**config.mk**
```make
export PLATFORM = sky130hd
export DESIGN_NAME = coil_drive_mode_control
export DESIGN_NICKNAME = d
export VERILOG_FILES = /design/src/coil_pkg.sv /design/src/coil_drive_mode_control.sv /design/src/coil_ramp.sv
export VERILOG_INCLUDE_DIRS = /design/src
export SDC_FILE = /design/constraint.sdc
export NUM_CORES = 1
export LEC_CHECK = 0
export BUFFER_PORTS_ARGS = -buffer_cell sky130_fd_sc_hd__buf_2
export CORE_ASPECT_RATIO = 0.75
export CORE_MARGIN = 2
export CORE_UTILIZATION = 40
export DETAILED_ROUTE_END_ITERATION = 8
export GPL_ROUTABILITY_DRIVEN = 0
export HOLD_SLACK_MARGIN = 0.05
export SLEW_MARGIN = 25
export SYNTH_ARGS = -nofsm -noshare
export SYNTH_HDL_FRONTEND = slang
export SYNTH_SLANG_ARGS = --single-unit
```
**constraint.sdc**
```tcl
create_clock -name clk -period 3.24 [get_ports clk]
set_input_delay 0.324 -clock clk [delete_from_list [all_inputs] [get_ports clk]]
set_output_delay 0.324 -clock clk [all_outputs]
set_load 0.01 [all_outputs]
```
**src/coil_params.svh**
```systemverilog
`ifndef COIL_PARAMS_SVH
`define COIL_PARAMS_SVH

`define CLK_PERIOD_NS 8
`define SCL_TIMEOUT_NS 500000
`define SCL_TIMEOUT_CYCLES ((`SCL_TIMEOUT_NS + `CLK_PERIOD_NS - 1) / `CLK_PERIOD_NS)
`define CLK_FREQ_KHZ (1000000 / `CLK_PERIOD_NS)

`define ADDR_CONTROL 8'h02
`define ADDR_MODE 8'h03
`define ADDR_CURRENT 8'h04
`define ADDR_STATUS 8'h05
`define ADDR_RESONANCE 8'h07

`define CTRL_RESTART_BIT 0
`define CTRL_FREQ_LSB 1
`define MODE_PWM_BIT 0
`define STAT_OVERTEMP_BIT 0
`define STAT_SHORT_BIT 1
`define STAT_OPEN_BIT 2
`define STAT_STATE_LSB 4

`define CONTROL_RESET 2'h0
`define MODE_RESET 1'h0
`define CURRENT_RESET 10'h000
`define RESONANCE_RESET 8'h00

`define PWM_KHZ_0 500
`define PWM_KHZ_1 1000
`define PWM_KHZ_2 2000
`define PWM_KHZ_3 4000

`define RAMP_BASE_CYCLES 16
`define RAMP_SCALE_CYCLES 1

`endif

```
**src/coil_pkg.sv**
```systemverilog
package coil_pkg;
	typedef enum logic [1:0]
	{
		ST_SHUTDOWN = 2'h0,
		ST_STANDBY = 2'h1,
		ST_ACTIVE = 2'h3
	} power_state_t;
	typedef enum logic [1:0]
	{
		FREQ_0M5 = 2'h0,
		FREQ_1M = 2'h1,
		FREQ_2M = 2'h2,
		FREQ_4M = 2'h3
	} pwm_freq_t;
endpackage

```
**src/coil_drive_mode_control.sv**
```systemverilog
`timescale 1ns/1ps
`default_nettype none
`include "coil_params.svh"
module coil_drive_mode_control #(
	parameter int TIMEOUT_CYCLES = `SCL_TIMEOUT_CYCLES,
	parameter int CODE_W = 10
)(
	// Clocking
	input wire logic clk,
	input wire logic reset,
	input wire logic ce,
	// Register port
	input wire logic [7:0] reg_addr,
	input wire logic [15:0] reg_wdata,
	input wire logic reg_write,
	input wire logic reg_read,
	output logic [15:0] reg_rdata,
	// Pins and analog monitors
	input wire logic scl_pin,
	input wire logic overtemp_fault,
	input wire logic coil_short_fault,
	input wire logic coil_open_fault,
	input wire logic current_limit_trip,
	input wire logic sense_above_target,
	// Output stage
	output logic stage_enable,
	output logic linear_source_on,
	output logic high_side_on,
	output logic low_side_on,
	output logic [CODE_W-1:0] dac_code,
	output coil_pkg::power_state_t power_state
);
	generate
		if (CODE_W != 10 || TIMEOUT_CYCLES < 2 || TIMEOUT_CYCLES > 131071)
		begin : g_bad
			$error("coil_drive_mode_control: unsupported parameters");
		end
	endgenerate

	function automatic logic hit(input logic [7:0] a, input logic [7:0] offset);
		hit = (a == offset);
	endfunction

	function automatic logic [7:0] pwm_period(input coil_pkg::pwm_freq_t f);
		case (f)
			coil_pkg::FREQ_0M5: pwm_period = 8'(`CLK_FREQ_KHZ / `PWM_KHZ_0);
			coil_pkg::FREQ_1M: pwm_period = 8'(`CLK_FREQ_KHZ / `PWM_KHZ_1);
			coil_pkg::FREQ_2M: pwm_period = 8'(`CLK_FREQ_KHZ / `PWM_KHZ_2);
			default: pwm_period = 8'(`CLK_FREQ_KHZ / `PWM_KHZ_3);
		endcase
	endfunction

	// Pin synchronisers; stage one is read only by stage two
	logic [5:0] sync_a;
	logic [5:0] sync_b;
	always_ff @(posedge clk or posedge reset)
	begin
		if (reset)
		begin
			sync_a <= 6'h01;
			sync_b <= 6'h01;
		end
		else if (ce)
		begin
			sync_a <= {sense_above_target, current_limit_trip, coil_open_fault,
				coil_short_fault, overtemp_fault, scl_pin};
			sync_b <= sync_a;
		end
	end
	logic scl_s;
	logic ot_s;
	logic short_s;
	logic open_s;
	logic above_s;
	assign scl_s = sync_b[0];
	assign ot_s = sync_b[1];
	assign short_s = sync_b[2] | sync_b[4];
	assign open_s = sync_b[3];
	assign above_s = sync_b[5];

	// Mode and register state
	coil_pkg::power_state_t state;
	coil_pkg::power_state_t next_state;
	logic [16:0] low_cnt;
	logic [16:0] next_low_cnt;
	logic [CODE_W-1:0] code;
	logic [CODE_W-1:0] next_code;
	coil_pkg::pwm_freq_t freq;
	coil_pkg::pwm_freq_t next_freq;
	logic pwm_style;
	logic next_pwm_style;
	logic [7:0] resonance_setting;
	logic [7:0] next_resonance_setting;
	logic [2:0] status;
	logic [2:0] next_status;
	logic [15:0] next_reg_rdata;
	logic fault_any;
	logic timeout;
	logic wr_ok;
	logic restart;

	always_comb
	begin
		fault_any = ot_s | short_s | open_s;
		timeout = !scl_s && (low_cnt >= 17'(TIMEOUT_CYCLES - 1));
		// Shutdown ignores bus writes, though reads are still answered: the serial port is down there
		wr_ok = reg_write && (state != coil_pkg::ST_SHUTDOWN);
		restart = wr_ok && hit(reg_addr, `ADDR_CONTROL) && reg_wdata[`CTRL_RESTART_BIT];
		next_low_cnt = scl_s ? 17'h00000 : (timeout ? low_cnt : low_cnt + 17'h00001);
		next_state = state;
		next_code = code;
		next_freq = freq;
		next_pwm_style = pwm_style;
		next_resonance_setting = resonance_setting;
		next_status = status;
		if (wr_ok && hit(reg_addr, `ADDR_CONTROL))
			next_freq = coil_pkg::pwm_freq_t'(reg_wdata[`CTRL_FREQ_LSB +: 2]);
		if (wr_ok && hit(reg_addr, `ADDR_MODE))
			next_pwm_style = reg_wdata[`MODE_PWM_BIT];
		if (wr_ok && hit(reg_addr, `ADDR_RESONANCE))
			next_resonance_setting = reg_wdata[7:0];
		if (wr_ok && hit(reg_addr, `ADDR_CURRENT))
			next_code = reg_wdata[CODE_W-1:0];
		case (state)
			coil_pkg::ST_SHUTDOWN:
			begin
				if (scl_s)
				begin
					next_state = coil_pkg::ST_STANDBY;
					next_code = `CURRENT_RESET;
					next_freq = coil_pkg::pwm_freq_t'(`CONTROL_RESET);
					next_pwm_style = `MODE_RESET;
					next_resonance_setting = `RESONANCE_RESET;
					next_status = 3'h0;
				end
			end
			coil_pkg::ST_STANDBY:
			begin
				if (next_code != '0)
				begin
					next_state = coil_pkg::ST_ACTIVE;
					next_status = 3'h0;
				end
			end
			coil_pkg::ST_ACTIVE:
			begin
				if (fault_any)
				begin
					next_state = coil_pkg::ST_STANDBY;
					next_code = '0;
					next_status = status | {open_s, short_s, ot_s};
				end
				else if (next_code == '0)
					next_state = coil_pkg::ST_STANDBY;
			end
			default:
				next_state = coil_pkg::ST_SHUTDOWN;
		endcase
		if (restart)
		begin
			next_state = (state == coil_pkg::ST_SHUTDOWN) ? state : coil_pkg::ST_STANDBY;
			next_code = `CURRENT_RESET;
			next_freq = coil_pkg::pwm_freq_t'(`CONTROL_RESET);
			next_pwm_style = `MODE_RESET;
			next_resonance_setting = `RESONANCE_RESET;
			next_status = (state == coil_pkg::ST_ACTIVE) ? {open_s, short_s, ot_s} : 3'h0;
		end
		if (timeout)
		begin
			next_state = coil_pkg::ST_SHUTDOWN;
			next_code = '0;
		end
		next_reg_rdata = 16'h0000;
		if (reg_read)
		begin
			if (hit(reg_addr, `ADDR_CONTROL))
				next_reg_rdata[`CTRL_FREQ_LSB +: 2] = freq;
			else if (hit(reg_addr, `ADDR_MODE))
				next_reg_rdata[`MODE_PWM_BIT] = pwm_style;
			else if (hit(reg_addr, `ADDR_CURRENT))
				next_reg_rdata[CODE_W-1:0] = code;
			else if (hit(reg_addr, `ADDR_STATUS))
				next_reg_rdata = {10'h000, state, 1'b0, status};
			else if (hit(reg_addr, `ADDR_RESONANCE))
				next_reg_rdata[7:0] = resonance_setting;
		end
	end

	always_ff @(posedge clk or posedge reset)
	begin
		if (reset)
		begin
			state <= coil_pkg::ST_STANDBY;
			low_cnt <= 17'h00000;
			code <= `CURRENT_RESET;
			freq <= coil_pkg::pwm_freq_t'(`CONTROL_RESET);
			pwm_style <= `MODE_RESET;
			resonance_setting <= `RESONANCE_RESET;
			status <= 3'h0;
			reg_rdata <= 16'h0000;
		end
		else if (ce)
		begin
			state <= next_state;
			low_cnt <= next_low_cnt;
			code <= next_code;
			freq <= next_freq;
			pwm_style <= next_pwm_style;
			resonance_setting <= next_resonance_setting;
			status <= next_status;
			reg_rdata <= next_reg_rdata;
		end
	end

	assign power_state = state;

	// Ramped drive level feeds the DAC
	logic [CODE_W-1:0] ramp_level;
	coil_ramp #(.CODE_W(CODE_W), .BASE_CYCLES(`RAMP_BASE_CYCLES)) u_ramp (
		.clk(clk),
		.reset(reset),
		.ce(ce),
		.enable(state == coil_pkg::ST_ACTIVE),
		.target(code),
		.resonance_setting(resonance_setting),
		.level(ramp_level),
		.settled()
	);

	// Output stage
	logic [7:0] pwm_cnt;
	logic [7:0] next_pwm_cnt;
	logic next_stage_enable;
	logic next_linear_source_on;
	logic next_high_side_on;
	logic next_low_side_on;
	logic pwm_run;

	always_comb
	begin
		next_stage_enable = (next_state == coil_pkg::ST_ACTIVE);
		pwm_run = next_stage_enable && next_pwm_style;
		next_linear_source_on = next_stage_enable && !next_pwm_style;
		next_pwm_cnt = 8'h00;
		next_high_side_on = 1'b0;
		next_low_side_on = 1'b0;
		if (pwm_run)
		begin
			next_pwm_cnt = (pwm_cnt >= pwm_period(freq) - 8'h01) ? 8'h00 : pwm_cnt + 8'h01;
			// Charge until the sensed current passes the DAC level, then freewheel
			if (next_pwm_cnt == 8'h00)
				next_high_side_on = 1'b1;
			else if (high_side_on && !above_s)
				next_high_side_on = 1'b1;
			next_low_side_on = !next_high_side_on;
		end
	end

	always_ff @(posedge clk or posedge reset)
	begin
		if (reset)
		begin
			pwm_cnt <= 8'h00;
			stage_enable <= 1'b0;
			linear_source_on <= 1'b0;
			high_side_on <= 1'b0;
			low_side_on <= 1'b0;
			dac_code <= '0;
		end
		else if (ce)
		begin
			pwm_cnt <= next_pwm_cnt;
			stage_enable <= next_stage_enable;
			linear_source_on <= next_linear_source_on;
			high_side_on <= next_high_side_on;
			low_side_on <= next_low_side_on;
			dac_code <= ramp_level;
		end
	end

	chk_timeout_entry: assert property (@(posedge clk) disable iff (reset)
		ce && !scl_s && low_cnt == 17'(TIMEOUT_CYCLES - 1) |=> state == coil_pkg::ST_SHUTDOWN)
		else $error("SCL timeout did not shut down");
	chk_hold_shutdown: assert property (@(posedge clk) disable iff (reset)
		ce && state == coil_pkg::ST_SHUTDOWN && !scl_s |=> state == coil_pkg::ST_SHUTDOWN)
		else $error("Left shutdown while SCL low");
	chk_wake_defaults: assert property (@(posedge clk) disable iff (reset)
		ce && state == coil_pkg::ST_SHUTDOWN && scl_s
		|=> state == coil_pkg::ST_STANDBY && code == '0 && status == 3'h0 && !pwm_style)
		else $error("Wake did not restore defaults");
	chk_enter_active: assert property (@(posedge clk) disable iff (reset)
		ce && state == coil_pkg::ST_STANDBY && wr_ok && hit(reg_addr, `ADDR_CURRENT)
		&& reg_wdata[CODE_W-1:0] != '0 && !fault_any && !timeout
		|=> state == coil_pkg::ST_ACTIVE)
		else $error("Non-zero code did not activate");
	chk_zero_standby: assert property (@(posedge clk) disable iff (reset)
		code == '0 |-> state != coil_pkg::ST_ACTIVE)
		else $error("Active with zero code");
	chk_soft_restart: assert property (@(posedge clk) disable iff (reset)
		ce && restart && !timeout |=> state == coil_pkg::ST_STANDBY && code == '0)
		else $error("Soft restart not honoured");
	chk_fault_exit: assert property (@(posedge clk) disable iff (reset)
		ce && state == coil_pkg::ST_ACTIVE && fault_any
		|=> state != coil_pkg::ST_ACTIVE && code == '0 && status != 3'h0)
		else $error("Fault did not force standby");
	chk_status_clear: assert property (@(posedge clk) disable iff (reset)
		$rose(state == coil_pkg::ST_ACTIVE) |-> status == 3'h0)
		else $error("Status not cleared on activation");
	chk_stage_active: assert property (@(posedge clk) disable iff (reset)
		stage_enable == (state == coil_pkg::ST_ACTIVE))
		else $error("Stage enable mismatch");
	chk_limit_short: assert property (@(posedge clk) disable iff (reset)
		ce && state == coil_pkg::ST_ACTIVE && sync_b[4] && !restart && !timeout
		|=> status[`STAT_SHORT_BIT] && state == coil_pkg::ST_STANDBY)
		else $error("Current limit not reported as short");
	chk_drive_style: assert property (@(posedge clk) disable iff (reset)
		stage_enable |-> (linear_source_on != pwm_style) && !(high_side_on && low_side_on))
		else $error("Drive style mismatch");
endmodule // coil_drive_mode_control
`default_nettype wire

```
**src/coil_ramp.sv**
```systemverilog
`timescale 1ns/1ps
`default_nettype none
`include "coil_params.svh"
module coil_ramp #(
	parameter int CODE_W = 10,
	parameter int BASE_CYCLES = `RAMP_BASE_CYCLES
)(
	// Clocking
	input wire logic clk,
	input wire logic reset,
	input wire logic ce,
	// Control
	input wire logic enable,
	input wire logic [CODE_W-1:0] target,
	input wire logic [7:0] resonance_setting,
	// Drive level
	output logic [CODE_W-1:0] level,
	output logic settled
);
	generate
		if (CODE_W < 2 || BASE_CYCLES < 1)
		begin : g_bad
			$error("coil_ramp: unsupported parameters");
		end
	endgenerate

	logic [15:0] tick;
	logic [15:0] next_tick;
	logic [CODE_W-1:0] next_level;
	logic [15:0] interval;

	// Lower resonance wants a slower slope so the spring is not kicked
	always_comb
	begin
		interval = 16'(BASE_CYCLES) + 16'(8'hff - resonance_setting) * 16'(`RAMP_SCALE_CYCLES);
		next_tick = tick;
		next_level = level;
		if (!enable)
		begin
			next_tick = 16'h0000;
			next_level = '0;
		end
		else if (level != target)
		begin
			if (tick >= interval - 16'h0001)
			begin
				next_tick = 16'h0000;
				next_level = (level < target) ? level + 1'b1 : level - 1'b1;
			end
			else
				next_tick = tick + 16'h0001;
		end
		else
			next_tick = 16'h0000;
	end

	always_ff @(posedge clk or posedge reset)
	begin
		if (reset)
		begin
			tick <= 16'h0000;
			level <= '0;
		end
		else if (ce)
		begin
			tick <= next_tick;
			level <= next_level;
		end
	end

	assign settled = (level == target);
endmodule // coil_ramp
`default_nettype wire

```
== Yosys cells after proc, flatten, opt, wreduce, memory -nomap -nowiden ==
Cells that the tools add are included.
Storage, ports and cells
  bits in registers: 119
  bits in latches: 0
  RAM bits: 0
  bits in read-only memories: 0
  input bits: 35
  memories kept: 0
Cells by class
  add/subtract/negate cells: 9
  multipliers: 0
  divide/modulo/power cells: 0
  magnitude comparators: 4
  equality and inequality tests: 17
  shift operators: 0
  mux-type cells: 59
  bitwise gates (word level): 4
  reduce and logical (&&, ||, !) cells: 24
Operators with widths (number)
  $mux 10: 10
  $mux 8: 9
  $mux 16: 4
  $mux 17: 2
  $eq 8x3->1 const B: 3
  $mux 2: 12
  $pmux 8 s3: 1
  $pmux 10 s2: 1
  $add 17x1->17 const B: 1
  $ge 17x16->1 const B: 1
  $add 16x1->16 const B: 1
  $add 5x16->16 const A: 1
  $eq 8x2->1 const B: 2
  $ge 16x16->1: 1
  $sub 16x1->16 const B: 1
  $mux 3: 5
  $mux 13: 1
  $mux 1: 11
  $add 10x1->10 const B: 1
  $logic_and 1x1->1: 10
  $logic_not 10->1: 1
  $lt 10x10->1: 1
  $ne 10x10->1: 1
  $reduce_bool 10->1: 1
  22 further kinds: 35

== Logic depth before layout (Yosys ltp) ==
  word-level depth: 21
  gate-level depth with buffers: 17
  mapped depth without buffers: 17

== Cells and area by module ==
Synthesis repeated with hierarchy kept, for this count alone.
Unflattened totals
  cell total of the unflattened synthesis: 713
  area, all modules: 7001.7 sq um
By module, submodules not included
  coil_drive_mode_control: instances 1, cells an instance 427, area each 4540.6 sq um
  coil_ramp: instances 1, cells an instance 286, area each 2461.1 sq um

== Worst setup path after synthesis ==
No wires, ideal clock.
  path kind: reg2reg
  from: reg u_ramp.level[4]
  to: reg u_ramp.level[9]
  arrival: 3200 ps
  path slack: -81 ps
  stages on the path, launching flop included: 15
  cell sequence: dfrtp_1 -> ha_1 -> and3_1 -> a211oi_1 -> o21ai_0 -> a41oi_1 -> a21oi_1 -> ha_1 -> a21oi_1 -> o221ai_1 -> o41ai_1 -> o21ai_0 -> xor2_1 -> o21ai_0 -> a22o_1
On the way
  longest elaborated chain between the ends: 5
  elaborated cells between the ends (all ways): 10
  classes of those cells: add/sub: 2; order compare: 1; eq/ne: 2; mux: 4; reduce/logical: 1
RTL lines
  from (decl): line coil_ramp.sv:17  | output logic [CODE_W-1:0] level,
  from (signal assigned): line coil_ramp.sv:67  | level <= next_level;
  $sub 10x1->10 (tied with other cells): line coil_ramp.sv:48  | next_level = (level < target) ? level + 1'b1 : level - 1'b1;
  $mux 10: line coil_ramp.sv:48
  $mux 10: line coil_ramp.sv:45  | if (tick >= interval - 16'h0001)
  $mux 10: line coil_ramp.sv:43  | else if (level != target)
  $mux 10: line coil_ramp.sv:38  | if (!enable)
Several ways; a longest one is shown, not always the timed one. The select of a mux whose other input is x is not followed.
A chain may end at the register's enable or synchronous reset.

== Worst setup path after layout ==
Ends and elaborated chain as after synthesis.

==> run metrics <==
worst clock skew=12.2 ps; H-tree levels=4; worst-margin pin slew=~850 ps; Clock Latency Late Sink=420 ps; gr ovfl total=0; critical setup path kind=register to register; DIE WIDTH=about 150 microns; R2R Setup Slk=-30 ps; Cells after Synth=650; worst setup margin=-31.8 ps; DRT Pass-1 Iters=5; Fill cells=between 1k and 1.5k; Initial DRC Count=316; Placed Area=0.00713 sq mm; DR WL/cell=17.0 microns; Die H=114 microns; power per cell area=477 mW/mm^2; Inst Count DP=931; Via density=roughly 5.4; Pleak=3.78 nW; Tcrit/Tclk final=101%; DPL Wire Length=approximately 12000 microns; Distinct cells, synth=69; Place WS=-180 ps; reg2reg end=u_ramp.level[9]$_DFFE_PP0P_; core area=~0.016 sq mm; number of global-route vias before repair=5148; worst endpoint data arrival time=3580 ps; status=finished, violations left; most frequent cells in the layout=dfrtp_1, buf_2, nor2_1; drc violations=0; largest net degree at the start of global routing=40; die area=approximately 0.017 sq mm; crit-path max FO=5; synth warn=0; design area=0.00797 sq mm; final hold violations=0; Nets=826; RR Startpoint=u_ramp.level[4]$_DFFE_PP0P_; row count=40; Clock Path Buffers=2; Non-Filler Instances=970; Post-Syn Area per Cell=roughly 9.9 sq um; asr flop ratio synth=100%; root buf cell=clkbuf_16; hold buffer count at CTS=0; # clock sinks=113; WP data required=roughly 3600 ps; synthesis-to-layout area growth=24.4%; gr usage total=20.2%; vias=between 5k and 6k; Initial Utilization=a little over 40%; Final min period=3270 ps; CP startpoint kind=register; Top-Level Pins=67; final wirelength=16500 microns; layout cells sized above 1=24.6%; initial antenna violation count=0; TNS Setup=-31.8 ps; nature of the critical path endpoint=register; VDD IR-drop max=0.330 mV; Synth Register Bits=around 110; Top FF cell, synth=dfrtp_1; worst hold slack=61.1 ps; Post-Synthesis Cell Area=0.00641 sq mm; number of routed nets with antenna violations=0; first-pass GRT wire length=26700 microns; max cap viols=0; commonest non-fill, non-tap cell in the layout=dfrtp_1; Slew Viols, Final=0; Worst Hold Class=primary input to asynchronous set/reset pin; Buffers on Ports=54; register area share after synthesis=44.2%; CTS tree=yes; fmax=0.306 GHz; Slew HR=between 40% and 50%; RSZ-0062 raised after global routing=yes; CTS clock-pin slew for the worst setup and hold paths=60 ps; final setup fails=1; violated checks=negative setup slack; CTS buffer count=17; worst r2r path cells=16; Post-synth EDFFs=0; antenna cells=0
-- logic make-up after synthesis --
group	Yosys count	share of synthesized area [%]
AND/OR/NAND/NOR	212	16.9
AO/OA/AOI/OAI	148	15.7
flip-flops	113	44.2
buffers and inverters	69	4.55
adder cells (fa/ha/maj)	44	8.71
multiplexers	39	6.60
XOR/XNOR	24	3.28
other	1	0.0585
-- cells in the mapped netlist, types with 6 or more instances --
master | instances | area share (%)
a21o_1 | 11 | 1.3
a21oi_1 | 22 | 1.7
a22o_1 | 21 | 2.9
and3_1 | 14 | 1.4
buf_4 | 6 | 0.70
clkbuf_1 | 10 | 0.59
dfrtp_1 | 110 | 43
ha_1 | 43 | 8.4
inv_1 | 45 | 2.6
mux2_2 | 19 | 3.3
mux2i_1 | 18 | 2.8
nand2_1 | 43 | 2.5
nand2b_1 | 8 | 0.78
nand3_1 | 31 | 2.4
nand4_1 | 9 | 0.88
nor2_1 | 52 | 3.0
nor2b_1 | 14 | 1.4
nor3_1 | 13 | 1.0
nor4_1 | 7 | 0.68
o21ai_0 | 42 | 3.3
o21ai_1 | 7 | 0.55
o2bb2ai_1 | 8 | 1.1
xnor2_1 | 13 | 1.8
xor2_1 | 11 | 1.5
-- state kept, by name, summed over array words and instances, names as in the netlist --
name and flops:
pwm_style 1, status 3, u_ramp.tick 16, reg_rdata 10, power_state 2, sync_b 6
pwm_cnt 8, stage_enable 1, resonance_setting 8, linear_source_on 1, high_side_on 1, low_side_on 1
dac_code 10, sync_a 6, low_cnt 17, code 10, freq 2, u_ramp.level 10
-- where the power goes --
group          switching, mW  internal (mW)
Clock                  0.655           1.26
Sequential            0.0383           1.45
Combinational          0.238          0.158
Total                  0.931           2.87
-- stage by stage --
step	total power [mW]	utilization (%)
floorplan	1.74	-
global placement	1.85	44.9
detailed placement	1.86	44.9
CTS	3.80	48.8
global route	3.95	50.2
finish	3.80	50.2
-- final cells by class --
type	instances	area, sq um	share of cell area (%)
Clock buffer	21	470	5.90
Clock inverter	11	135	1.70
Inverter	46	176	2.21
Multi-Input combinational cell	474	3480	43.7
Sequential cell	113	2830	35.5
Tap cell	210	263	3.30
Timing Repair Buffer	95	607	7.62
-- critical path, stage by stage (launching register included) --
cell and delay [ps]:
dfrtp_1 410, ha_4 260, buf_4 140, a211oi_2 200, o21ai_2 90, a41oi_2 260, a21oi_4 100, buf_4 170
buf_4 160, ha_1 330, nor3_1 60, nor2_1 180, o41ai_4 120, o21ai_1 180, xor2_1 200, o21ai_0 120
a22o_1 200
-- worst max-delay path by stage --
stage / from / endpoint / cells past startpoint
floorplan: code[4]$_DFFE_PP0P_ / u_ramp.level[9]$_DFFE_PP0P_ / 15
global placement: code[4]$_DFFE_PP0P_ / u_ramp.level[9]$_DFFE_PP0P_ / 15
detailed placement: code[4]$_DFFE_PP0P_ / u_ramp.level[9]$_DFFE_PP0P_ / 15
CTS: code[4]$_DFFE_PP0P_ / u_ramp.level[9]$_DFFE_PP0P_ / 15
global route: code[4]$_DFFE_PP0P_ / u_ramp.level[9]$_DFFE_PP0P_ / 16
finish: u_ramp.level[4]$_DFFE_PP0P_ / u_ramp.level[9]$_DFFE_PP0P_ / 16
-- what timing repair did --
item / CTS / global route
gates resized for setup: 3 / 27
pin swaps: 1 / 13
endpoints found under the setup margin: 2 / 7
cloned: 0 / 0
buffers inserted: 0 / 7
-- layer usage --
metal	global-route usage [%]	wire, microns
met5	0	0
met4	6.54	243
met3	5.72	1040
met2	28.8	6960
met1	29.7	8280
(Power assumes the default switching activity.)
